==> config.mk <==
export PLATFORM = sky130hd
export DESIGN_NAME = ougrd_top
export DESIGN_NICKNAME = d
export VERILOG_FILES = /design/src/logic/ougrd_pkg.sv /design/src/logic/ougrd_top.sv
export VERILOG_INCLUDE_DIRS = /design/src /design/src/logic
export SDC_FILE = /design/constraint.sdc
export NUM_CORES = 1
export LEC_CHECK = 0
export ABC_AREA = 1
export BUFFER_PORTS_ARGS = -buffer_cell sky130_fd_sc_hd__buf_2
export CORE_MARGIN = 2
export CORE_UTILIZATION = 58
export DETAILED_ROUTE_END_ITERATION = 10
export HOLD_SLACK_MARGIN = 0.12
export PLACE_DENSITY = 0.77
export SETUP_SLACK_MARGIN = 0.3
export SLEW_MARGIN = 25
export SYNTH_ARGS = -nofsm -noshare
export SYNTH_HDL_FRONTEND = slang
export SYNTH_SLANG_ARGS = --single-unit
==> constraint.sdc <==
create_clock -name core_clk -period 3.49 [get_ports core_clk]
set_clock_uncertainty 0.05 [all_clocks]
set_input_delay 0.698 -clock core_clk [delete_from_list [all_inputs] [get_ports core_clk]]
set_output_delay 0.698 -clock core_clk [all_outputs]
set_load 0.01 [all_outputs]
==> src/logic/ougrd_cfg.svh <==
// Purpose: Constants for the global register and channel decode block
// Assumes: Included by the package and the design module
// Notes: Offsets are 4-bit channel register selects or global selects
`ifndef OUGRD_CFG_SVH
`define OUGRD_CFG_SVH
`define OUGRD_NUM_CH 8
`define OUGRD_OFF_HOLD 4'h0
`define OUGRD_OFF_IEN 4'h1
`define OUGRD_OFF_ISTAT 4'h2
`define OUGRD_OFF_LCTL 4'h3
`define OUGRD_OFF_MCTL 4'h4
`define OUGRD_OFF_LSTAT 4'h5
`define OUGRD_OFF_MSTAT 4'h6
`define OUGRD_OFF_SPAD 4'h7
`define OUGRD_OFF_FEAT 4'h8
`define OUGRD_OFF_ENH 4'h9
`define OUGRD_OFF_RSV_A 4'hA
`define OUGRD_OFF_RSV_B 4'hB
`define OUGRD_OFF_XOFF1 4'hC
`define OUGRD_OFF_XOFF2 4'hD
`define OUGRD_OFF_XON1 4'hE
`define OUGRD_OFF_XON2 4'hF
`define OUGRD_G_SLEEP 4'hB
`define OUGRD_G_ID 4'hC
`define OUGRD_G_REV 4'hD
`define OUGRD_G_BCAST 4'hE
`define OUGRD_SLEEP_RST 8'h00
`define OUGRD_BCAST_RST 8'h00
`define OUGRD_BCAST_BIT 0
`define OUGRD_DLAB_BIT 7
`define OUGRD_FRAC_MASK 8'h0F
`define OUGRD_ZERO 8'h00
`define OUGRD_WAKE_CYC 6'd32
`endif

==> src/logic/ougrd_pkg.sv <==
// Purpose: Types for the global register and channel decode block
// Assumes: ougrd_cfg.svh holds the numeric constants
// Notes: Oscillator state machine encoding lives here
`include "ougrd_cfg.svh"
package ougrd_pkg;
  typedef enum logic [1:0] {
    OUGRD_RUN = 2'b00,
    OUGRD_STOPPED = 2'b01,
    OUGRD_WAKING = 2'b10
  } ougrd_osc_t;
  typedef logic [7:0] ougrd_byte_t;
endpackage

==> src/logic/ougrd_top.sv <==
// Purpose: Global sleep, identity and broadcast registers plus channel register decode
// Assumes: Host bus already turned into one-cycle rd_stb/wr_stb with addr and wdata
// Notes: Channel register storage beyond the holding and FIFO control paths is kept here per channel
`timescale 1ns/100ps
`include "ougrd_cfg.svh"
module ougrd_top
  import ougrd_pkg::*;
#(
  parameter logic [7:0] PART_ID = 8'hA5, // Arbitrary value
  parameter logic [7:0] SILICON_REV = 8'h01 // Arbitrary value
) (
  input wire logic core_clk,
  input wire logic srst,
  input wire logic [7:0] addr,
  input wire logic rd_stb,
  input wire logic wr_stb,
  input wire logic [7:0] wdata,
  output logic [7:0] rdata,
  output logic [7:0] ch_irq_pending_unused_n,
  input wire logic [7:0] ch_irq_pending,
  input wire logic [7:0] ch_rx_byte,
  input wire logic [7:0] ch_modem_change,
  input wire logic [63:0] ch_rx_holding,
  input wire logic [63:0] ch_interrupt_status,
  input wire logic [63:0] ch_line_status,
  input wire logic [63:0] ch_modem_status,
  input wire logic [63:0] ch_flow_flags,
  output logic [7:0] tx_holding_wr,
  output logic [7:0] fifo_control_wr,
  output logic [7:0] status_rd,
  output logic [7:0] wr_data_out,
  output logic [7:0] ch_asleep,
  output logic osc_enable,
  output logic ready,
  output logic wake_irq
);
  logic [7:0] divisor_low [8];
  logic [7:0] divisor_high [8];
  logic [7:0] divisor_fraction [8];
  logic [7:0] interrupt_enable [8];
  logic [7:0] line_control [8];
  logic [7:0] modem_control [8];
  logic [7:0] scratch_pad [8];
  logic [7:0] rs485_turnaround_delay [8];
  logic [7:0] feature_control [8];
  logic [7:0] enhanced_function [8];
  logic [7:0] stop_flow_char_1 [8];
  logic [7:0] stop_flow_char_2 [8];
  logic [7:0] resume_flow_char_1 [8];
  logic [7:0] resume_flow_char_2 [8];
  logic [7:0] sleep_enable;
  logic [7:0] broadcast_write_control;
  ougrd_osc_t osc_state;
  logic [5:0] wake_cnt;
  logic is_global;
  logic [2:0] ch_sel;
  logic [3:0] reg_sel;
  logic [7:0] wr_ch_mask;
  logic dlab_sel;
  logic [7:0] next_rdata;

  function automatic logic [7:0] ougrd_pick(input logic [63:0] bus, input logic [2:0] ch);
    ougrd_pick = bus[ch*8 +: 8];
  endfunction

  assign is_global = addr[7];
  assign ch_sel = addr[6:4];
  assign reg_sel = addr[3:0];
  assign dlab_sel = line_control[ch_sel][`OUGRD_DLAB_BIT];
  // Broadcast widens only the write mask; reads use ch_sel alone
  assign wr_ch_mask = broadcast_write_control[`OUGRD_BCAST_BIT] ?
    8'hFF : (8'h01 << ch_sel);

  // Global registers
  always_ff @(posedge core_clk) begin
    if (srst) begin
      sleep_enable <= `OUGRD_SLEEP_RST;
      broadcast_write_control <= `OUGRD_BCAST_RST;
    end else if (wr_stb && is_global) begin
      if (reg_sel == `OUGRD_G_SLEEP) begin
        sleep_enable <= wdata;
      end
      if (reg_sel == `OUGRD_G_BCAST) begin
        broadcast_write_control <= {7'h00, wdata[`OUGRD_BCAST_BIT]};
      end
    end
  end

  // Channel configuration storage
  always_ff @(posedge core_clk) begin
    if (srst) begin
      for (int i = 0; i < `OUGRD_NUM_CH; i++) begin
        divisor_low[i] <= `OUGRD_ZERO;
        divisor_high[i] <= `OUGRD_ZERO;
        divisor_fraction[i] <= `OUGRD_ZERO;
        interrupt_enable[i] <= `OUGRD_ZERO;
        line_control[i] <= `OUGRD_ZERO;
        modem_control[i] <= `OUGRD_ZERO;
        scratch_pad[i] <= `OUGRD_ZERO;
        rs485_turnaround_delay[i] <= `OUGRD_ZERO;
        feature_control[i] <= `OUGRD_ZERO;
        enhanced_function[i] <= `OUGRD_ZERO;
        stop_flow_char_1[i] <= `OUGRD_ZERO;
        stop_flow_char_2[i] <= `OUGRD_ZERO;
        resume_flow_char_1[i] <= `OUGRD_ZERO;
        resume_flow_char_2[i] <= `OUGRD_ZERO;
      end
    end else if (wr_stb && !is_global) begin
      for (int i = 0; i < `OUGRD_NUM_CH; i++) begin
        if (wr_ch_mask[i]) begin
          unique case (reg_sel)
            `OUGRD_OFF_HOLD: begin
              // Holding writes leave as a strobe; only the divisor is stored
              if (dlab_sel) begin
                divisor_low[i] <= wdata;
              end
            end
            `OUGRD_OFF_IEN: begin
              if (dlab_sel) begin
                divisor_high[i] <= wdata;
              end else begin
                interrupt_enable[i] <= wdata;
              end
            end
            `OUGRD_OFF_ISTAT: begin
              // FIFO control leaves as a strobe; only the fraction is stored
              if (dlab_sel) begin
                divisor_fraction[i] <= wdata & `OUGRD_FRAC_MASK;
              end
            end
            `OUGRD_OFF_LCTL: begin
              line_control[i] <= wdata;
            end
            `OUGRD_OFF_MCTL: begin
              modem_control[i] <= wdata;
            end
            `OUGRD_OFF_MSTAT: begin
              rs485_turnaround_delay[i] <= wdata;
            end
            `OUGRD_OFF_SPAD: begin
              scratch_pad[i] <= wdata;
            end
            `OUGRD_OFF_FEAT: begin
              feature_control[i] <= wdata;
            end
            `OUGRD_OFF_ENH: begin
              enhanced_function[i] <= wdata;
            end
            `OUGRD_OFF_XOFF1: begin
              stop_flow_char_1[i] <= wdata;
            end
            `OUGRD_OFF_XOFF2: begin
              stop_flow_char_2[i] <= wdata;
            end
            `OUGRD_OFF_XON1: begin
              resume_flow_char_1[i] <= wdata;
            end
            `OUGRD_OFF_XON2: begin
              resume_flow_char_2[i] <= wdata;
            end
            default: begin
              // Line status and reserved slots ignore writes
            end
          endcase
        end
      end
    end
  end

  // Write strobes to per-channel holding and FIFO logic
  always_ff @(posedge core_clk) begin
    if (srst) begin
      tx_holding_wr <= 8'h00;
      fifo_control_wr <= 8'h00;
      wr_data_out <= 8'h00;
    end else begin
      tx_holding_wr <= 8'h00;
      fifo_control_wr <= 8'h00;
      if (wr_stb && !is_global && !dlab_sel) begin
        if (reg_sel == `OUGRD_OFF_HOLD) begin
          tx_holding_wr <= wr_ch_mask;
        end
        if (reg_sel == `OUGRD_OFF_ISTAT) begin
          fifo_control_wr <= wr_ch_mask;
        end
      end
      if (wr_stb) begin
        wr_data_out <= wdata;
      end
    end
  end

  // Read mux, always the addressed channel
  always_comb begin
    next_rdata = `OUGRD_ZERO;
    if (is_global) begin
      unique case (reg_sel)
        `OUGRD_G_SLEEP: begin
          next_rdata = sleep_enable;
        end
        `OUGRD_G_ID: begin
          next_rdata = PART_ID;
        end
        `OUGRD_G_REV: begin
          next_rdata = SILICON_REV;
        end
        `OUGRD_G_BCAST: begin
          next_rdata = broadcast_write_control;
        end
        default: next_rdata = `OUGRD_ZERO;
      endcase
    end else begin
      unique case (reg_sel)
        `OUGRD_OFF_HOLD: next_rdata = dlab_sel ? divisor_low[ch_sel] :
          ougrd_pick(ch_rx_holding, ch_sel);
        `OUGRD_OFF_IEN: next_rdata = dlab_sel ? divisor_high[ch_sel] :
          interrupt_enable[ch_sel];
        `OUGRD_OFF_ISTAT: next_rdata = dlab_sel ? divisor_fraction[ch_sel] :
          (wake_irq ? `OUGRD_ZERO : ougrd_pick(ch_interrupt_status, ch_sel));
        `OUGRD_OFF_LCTL: begin
          next_rdata = line_control[ch_sel];
        end
        `OUGRD_OFF_MCTL: begin
          next_rdata = modem_control[ch_sel];
        end
        `OUGRD_OFF_LSTAT: begin
          next_rdata = ougrd_pick(ch_line_status, ch_sel);
        end
        `OUGRD_OFF_MSTAT: begin
          next_rdata = ougrd_pick(ch_modem_status, ch_sel);
        end
        `OUGRD_OFF_SPAD: begin
          next_rdata = scratch_pad[ch_sel];
        end
        `OUGRD_OFF_FEAT: begin
          next_rdata = feature_control[ch_sel];
        end
        `OUGRD_OFF_ENH: begin
          next_rdata = enhanced_function[ch_sel];
        end
        `OUGRD_OFF_XOFF1: begin
          next_rdata = ougrd_pick(ch_flow_flags, ch_sel);
        end
        default: next_rdata = `OUGRD_ZERO;
      endcase
    end
  end

  always_ff @(posedge core_clk) begin
    if (srst) begin
      rdata <= `OUGRD_ZERO;
      status_rd <= 8'h00;
    end else begin
      status_rd <= 8'h00;
      if (rd_stb) begin
        rdata <= next_rdata;
        if (!is_global && !dlab_sel && reg_sel == `OUGRD_OFF_ISTAT) begin
          status_rd <= 8'h01 << ch_sel;
        end
      end
    end
  end

  // Per-channel sleep gating
  always_ff @(posedge core_clk) begin
    if (srst) begin
      ch_asleep <= 8'h00;
    end else begin
      ch_asleep <= sleep_enable & ~ch_irq_pending;
    end
  end
  assign ch_irq_pending_unused_n = ~ch_irq_pending;

  // Oscillator control and wake sequence
  always_ff @(posedge core_clk) begin
    if (srst) begin
      osc_state <= OUGRD_RUN;
      wake_cnt <= 6'd0;
      osc_enable <= 1'b1;
      ready <= 1'b1;
    end else begin
      unique case (osc_state)
        OUGRD_RUN: begin
          if (&ch_asleep) begin
            osc_state <= OUGRD_STOPPED;
            osc_enable <= 1'b0;
            ready <= 1'b0;
          end
        end
        OUGRD_STOPPED: begin
          if (|(ch_rx_byte | ch_modem_change)) begin
            osc_state <= OUGRD_WAKING;
            osc_enable <= 1'b1;
            wake_cnt <= 6'd0;
          end
        end
        OUGRD_WAKING: begin
          wake_cnt <= wake_cnt + 6'd1;
          if (wake_cnt == `OUGRD_WAKE_CYC - 6'd1) begin
            osc_state <= OUGRD_RUN;
            ready <= 1'b1;
          end
        end
        default: osc_state <= OUGRD_RUN;
      endcase
    end
  end

  // Special wake interrupt, cleared by a status read; new wake wins
  always_ff @(posedge core_clk) begin
    if (srst) begin
      wake_irq <= 1'b0;
    end else if (osc_state == OUGRD_WAKING && wake_cnt == `OUGRD_WAKE_CYC - 6'd1) begin
      wake_irq <= 1'b1;
    end else if (|status_rd) begin
      wake_irq <= 1'b0;
    end
  end
endmodule // ougrd_top

Yosys cells after proc, flatten, opt, wreduce, memory -nomap -nowiden

Memories as Yosys holds them, arrays and structs flattened.
Index checks and enable logic that the tools add are counted.
Widths: inputs -> output; s select.

Add/sub/neg operators: 1
Equal/unequal tests: 19
Shifts and indexed selects: 6
Muxes and demuxes: 394
Bitwise gates (word level): 80
Reductions and logical operators: 26

Operator list:

| operator            | number |
|---|---|
| $mux 8              | 70 |
| $shiftx 64x7->8     | 5 |
| $mux 1              | 306 |
| $pmux 8 s11         | 1 |
| $or 1x1->1          | 72 |
| $mux 4              | 8 |
| $pmux 8 s4          | 1 |
| $eq 4x4->1 const B  | 6 |
| $eq 4x3->1 const B  | 4 |
| $reduce_or 8->1     | 2 |
| $pmux 6 s2          | 1 |
| $reduce_and 3->1    | 3 |
| $reduce_or 3->1     | 3 |
| $and 8x8->8         | 1 |
| $eq 4x2->1 const B  | 2 |
| $not 8->8           | 1 |
| $or 8x8->8          | 1 |
| $reduce_and 8->1    | 1 |
| $reduce_bool 2->1   | 4 |
| $shl 1x3->8 const A | 1 |
| $add 6x1->6 const B | 1 |
| $eq 6x5->1 const B  | 1 |
| $logic_and 1x1->1   | 6 |
| $mux 2              | 3 |
| other kinds (12)    | 22 |

Flip-flop bits (word level): 68
Bits in writable memories: 544
Bits of input ports: 364
Output and inout bits: 59
Logic and storage cells: 548
Memories: 9

Memories:

| memory            | depth | bits a word | rd ports | clocked after Yosys merged registers in | wr ports | RTL line        | text |
|---|---|---|---|---|---|---|---|
| divisor_high      | 8     | 8           | 1        | 0                                       | 8        | ougrd_top.sv:38 | `logic [7:0] divisor_high [8];` |
| divisor_low       | 8     | 8           | 1        | 0                                       | 8        | ougrd_top.sv:37 | `logic [7:0] divisor_low [8];` |
| enhanced_function | 8     | 8           | 1        | 0                                       | 8        | ougrd_top.sv:46 | `logic [7:0] enhanced_function [8];` |
| feature_control   | 8     | 8           | 1        | 0                                       | 8        | ougrd_top.sv:45 | `logic [7:0] feature_control [8];` |
| interrupt_enable  | 8     | 8           | 1        | 0                                       | 8        | ougrd_top.sv:40 | `logic [7:0] interrupt_enable [8];` |
| line_control      | 8     | 8           | 1        | 0                                       | 8        | ougrd_top.sv:41 | `logic [7:0] line_control [8];` |
| +3 memories       | -     | -           | -        | -                                       | -        | -               |  |

Logic depth before layout (Yosys ltp)

An unclocked memory read counts as a cell.

Word-level depth: 8
Mapped depth: 17
Depth with buffers taken out: 15

Worst setup path after synthesis

Ideal clock, no wire load.

Path type: input to register
From: in addr[4]
To: mem divisor_low[6][0] (enable)
Library setup time: 384 ps
Data arrival time: 2316 ps
Required time: 3056 ps
Slack: 740 ps
Stages on the path: 9
Path buffers: 2
Cell sequence: buf_4 nor2_1 nand2_1 nand3b_1 nand2_1 inv_2 buf_4 nand2_1 o21ai_0

RTL lines:

| what            | RTL line        | text |
|---|---|---|
| start, declared | ougrd_top.sv:14 | `input wire logic [7:0] addr,` |
| end, declared   | ougrd_top.sv:37 |  |

Worst setup path in the final report

From: in addr[4]
To: reg rdata[3]

Word-level cells in the longest chain between the ends: 5
Elaborated cells between the ends (all ways): 20
Classes of those cells: 5 x shift; 6 x mux; 9 x memory

Ends and longest elaborated chain:

| what                 | RTL line         | text |
|---|---|---|
| $shiftx 64x7->8      | ougrd_top.sv:63  | `ougrd_pick = bus[ch*8 +: 8];` |
| $mux 8               | ougrd_top.sv:219 | `` (wake_irq ? `OUGRD_ZERO : ougrd_pick(ch_interrupt_status, ch_sel)); `` |
| $mux 8               | ougrd_top.sv:218 | `` `OUGRD_OFF_ISTAT: next_rdata = dlab_sel ? divisor_fraction[ch_sel] : `` |
| $pmux 8 s11 *        | ougrd_top.sv:213 | `unique case (reg_sel)` |
| $mux 8 *             | ougrd_top.sv:196 | `if (is_global) begin` |
| end signal, assigned | ougrd_top.sv:251 | `` rdata <= `OUGRD_ZERO; `` |
| end signal, assigned | ougrd_top.sv:256 | `rdata <= next_rdata;` |
| end, declared        | ougrd_top.sv:18  | `output logic [7:0] rdata,` |

Every way passes the cells marked *; elsewhere a longest branch is shown, timed or not.
A chain may end at the register's enable or synchronous reset.

==> flow_summary.json <==
{
  "outcome": "finished, final reports clean",
  "die_h_um": 229,
  "clock.fmax_mhz": 389,
  "syn_area_um2": 29400,
  "crit_type": "in -> reg",
  "p_int_mw": 12.4,
  "critPathMaxFanout": 68,
  "grt_pass1_wl_um": 160000,
  "slowest_delay_ns": 0.31,
  "antenna_found_initial": 10,
  "layout_commonest_cell": "nand2_1",
  "dp_slack_ns": 0.384,
  "overflow": 0,
  "viasPerCell": 5.90,
  "drt_iter0_drc": 3943,
  "drc": 0,
  "rows": 82,
  "crit_start": "addr[4]",
  "async_reset_ff_frac": 0,
  "layout-drive-gt1-share": 0.179,
  "synth_warnings": 0,
  "switching_power_mw": 4.12,
  "crit_slowest_cell": "buf_12",
  "ant_nets": 0,
  "crit_family": "buffers and inverters",
  "setup.worst_path.end": "rdata[3]$_SDFFE_PP0P_",
  "cp.arrival_ns": 3.08,
  "dp_hpwl_um": 78600,
  "p_leak_nw": 14.9,
  "portBuffers": 422,
  "cp_common_cell": "nand2_1",
  "ios": 423,
  "grt_use_total": 0.414,
  "rr_endpoint": "interrupt_enable[1][4]$_SDFFCE_PN0P_",
  "p_clk_frac": 0.385,
  "area_growth_pct": 18.5,
  "ir_drop_mv": 0.574,
  "ys.flop_type": "edfxtp_1",
  "hold_viol_final": 0,
  "worst_r2r_path_depth": 8,
  "synth_seq_cells": 612,
  "yosysTopAreaCell": "edfxtp_1",
  "finalWirelength_um": 110000,
  "die_w_um": 229,
  "cts_tree": "yes",
  "syn_avg_cell_area_um2": 8.47,
  "slew_viol_final": 0,
  "root_buffer": "clkbuf_16",
  "worstPathCellList": "buf_4, clkinv_2, buf_4, nor2_4, buf_12, buf_4, nand2_1, nand4_1, nand2_1, nand2_1, nor2_1, nor2_1, nor2_1, nand2_1, nand2_1, a21oi_1",
  "maxCapViolCount": 0,
  "synth_nets": 3840,
  "ctsLongestPathBuffers": 3,
  "setup-tns-final_ns": 0,
  "hold_path_class": "in -> reg",
  "worst_slack_ns": 0.921,
  "seq_area_frac_synth": 0.601,
  "rsz0062_at_grt": "false",
  "drtPass1Iterations": 8,
  "tightest_slew_ns": 0.933,
  "min_period_ns": 2.57,
  "r2r_slack_ns": 1.14,
  "fin_util": 0.695,
  "path_clk_slew_ns": 0.06,
  "grt_pass1_vias": 26100,
  "gp_congestion": 1.00,
  "finalSetupViolCount": 0,
  "swShare": 0.250,
  "vias": 27400,
  "post-route-period-util": 0.736,
  "die-area_um2": 52600,
  "synth_edf_count": 544,
  "finalNonFillerCells": 4646,
  "p_comb_frac": 0.108,
  "nets": 4288,
  "crit_required_ns": 4.00,
  "p_per_area_nw_per_um2": 472,
  "final_cell_mix": "nand2_1, nor2_1, edfxtp_1",
  "synth_top_cell_area_share": 0.555,
  "post_cts_buffers": 0,
  "detail_route.wl_per_cell_um": 23.8,
  "yosys-top-cells-area": "edfxtp_1, nand2_1, nor2_1, dfxtp_1, nand3_1",
  "clk_latency_ns": 0.64,
  "slew_headroom": 0.377,
  "r2r_start": "line_control[3][7]$_SDFFCE_PN0P_",
  "h-tree-depth": 2,
  "ctsHoldBuffers": 0,
  "placed_cells": 4532,
  "core_um2": 50200,
  "fill_cells": 3973,
  "cts_made_buffers": 61,
  "grt_start_max_net_pins": 69,
  "cp-start-kind": "primary input",
  "endpoint_kind": "flip-flop",
  "critPathBufInv": 5,
  "seqPwrFrac": 0.507,
  "start_util": 0.587,
  "cp.depth": 16,
  "cts_resized": 0,
  "cts.sinks": 612,
  "ys_types": 29,
  "syn_inst": 3475
}
[power by group through the flow]
stage,registers (mW),clock network [mW],logic (mW)
3_3_place_gp,8.49,0,1.71
6_report,8.35,6.34,1.78
2_1_floorplan,8.47,0,0.890
4_1_cts,8.35,6.33,1.73
3_5_place_dp,8.50,0,1.72
5_1_grt,8.37,6.59,1.89
[registers in the layout (all words and copies together), names as in the netlist]
register                 flops
divisor_high                64
divisor_low                 64
enhanced_function           64
feature_control             64
interrupt_enable            64
line_control                64
modem_control               64
scratch_pad                 64
divisor_fraction            32
ch_asleep                    8
fifo_control_wr              8
rdata                        8
sleep_enable                 8
status_rd                    8
tx_holding_wr                8
wr_data_out                  8
wake_cnt                     6
osc_state                    2
broadcast_write_control      1
osc_enable                   1
ready                        1
wake_irq                     1
[worst reg2reg max path, cell delays in order (launching register included)]
cell	delay, ns
edfxtp_1	0.46
nand3_1	0.14
nand2_1	0.05
nand3b_1	0.24
nand2_1	0.17
nand2_1	0.13
inv_2	0.22
nand2_1	0.22
nand2_1	0.32
[how the worst min path moves through the flow]
stage | startpoint | cells after the start | end | slack [ns]
floorplan | sleep_enable[7]$_SDFFE_PP0P_ | 2 | ch_asleep[7]$_SDFF_PP0_ | 0.37
CTS | ch_irq_pending[2] | 2 | ch_asleep[2]$_SDFF_PP0_ | 0.19
finish | ch_irq_pending[2] | 2 | ch_asleep[2]$_SDFF_PP0_ | 0.20
detailed placement | sleep_enable[6]$_SDFFE_PP0P_ | 2 | ch_asleep[6]$_SDFF_PP0_ | 0.40
global placement | sleep_enable[6]$_SDFFE_PP0P_ | 2 | ch_asleep[6]$_SDFF_PP0_ | 0.40
global route | ch_irq_pending[2] | 2 | ch_asleep[2]$_SDFF_PP0_ | 0.20
[through the flow]
step / cell area (um2) / total power [mW] / hold slack [ns]
2_1_floorplan: 29400 / 9.36 / 0.374
3_3_place_gp: 33000 / 10.2 / 0.396
3_5_place_dp: 33000 / 10.2 / 0.402
4_1_cts: 34900 / 16.4 / 0.186
5_1_grt: 34900 / 16.9 / 0.196
6_report: 34900 / 16.5 / 0.205
[cells by family (layout without fill, tap and decap cells)]
logic type | after synthesis | count (layout) | share of synthesized area
other | 0 | 5 | 0
flip-flops | 612 | 612 | 0.601
adder cells (fa/ha/maj) | 1 | 1 | 0.000425
buffers and inverters | 354 | 848 | 0.0481
AND/OR/NAND/NOR | 2330 | 2330 | 0.319
AO/OA/AOI/OAI | 178 | 178 | 0.0311
[final cells by class]
type | instances | area [um2] | area share
Inverter | 156 | 592 | 0.0170
Multi-Input combinational cell | 2509 | 10400 | 0.298
Clock inverter | 26 | 201 | 0.00578
Timing Repair Buffer | 583 | 3440 | 0.0986
Clock buffer | 83 | 1710 | 0.0491
Tap cell | 672 | 841 | 0.0241
Sequential cell | 612 | 17700 | 0.507
Antenna cell | 5 | 12.5 | 0.000359
[synthesized netlist by cell type (6+ instances only)]
cell type / instances
edfxtp_1: 544
clkbuf_1: 116
dfxtp_1: 68
inv_2: 13
nand3_1: 215
nor4_1: 6
nand2_1: 1367
a21oi_1: 72
inv_1: 141
o22ai_1: 14
nand4_1: 99
buf_2: 48
nor3_1: 17
nand3b_1: 18
nor2_2: 8
buf_4: 7
o21ai_0: 85
nor2_1: 596
buf_1: 27
[layer usage]
metal	vias up	global-route usage	share of wire
li1	12300	-	-
met1	12500	0.515	0.34
met2	2150	0.634	0.44
met3	431	0.107	0.13
met4	4	0.290	0.081
met5	-	0	0.00042
Power figures use the tool's default switching activity.
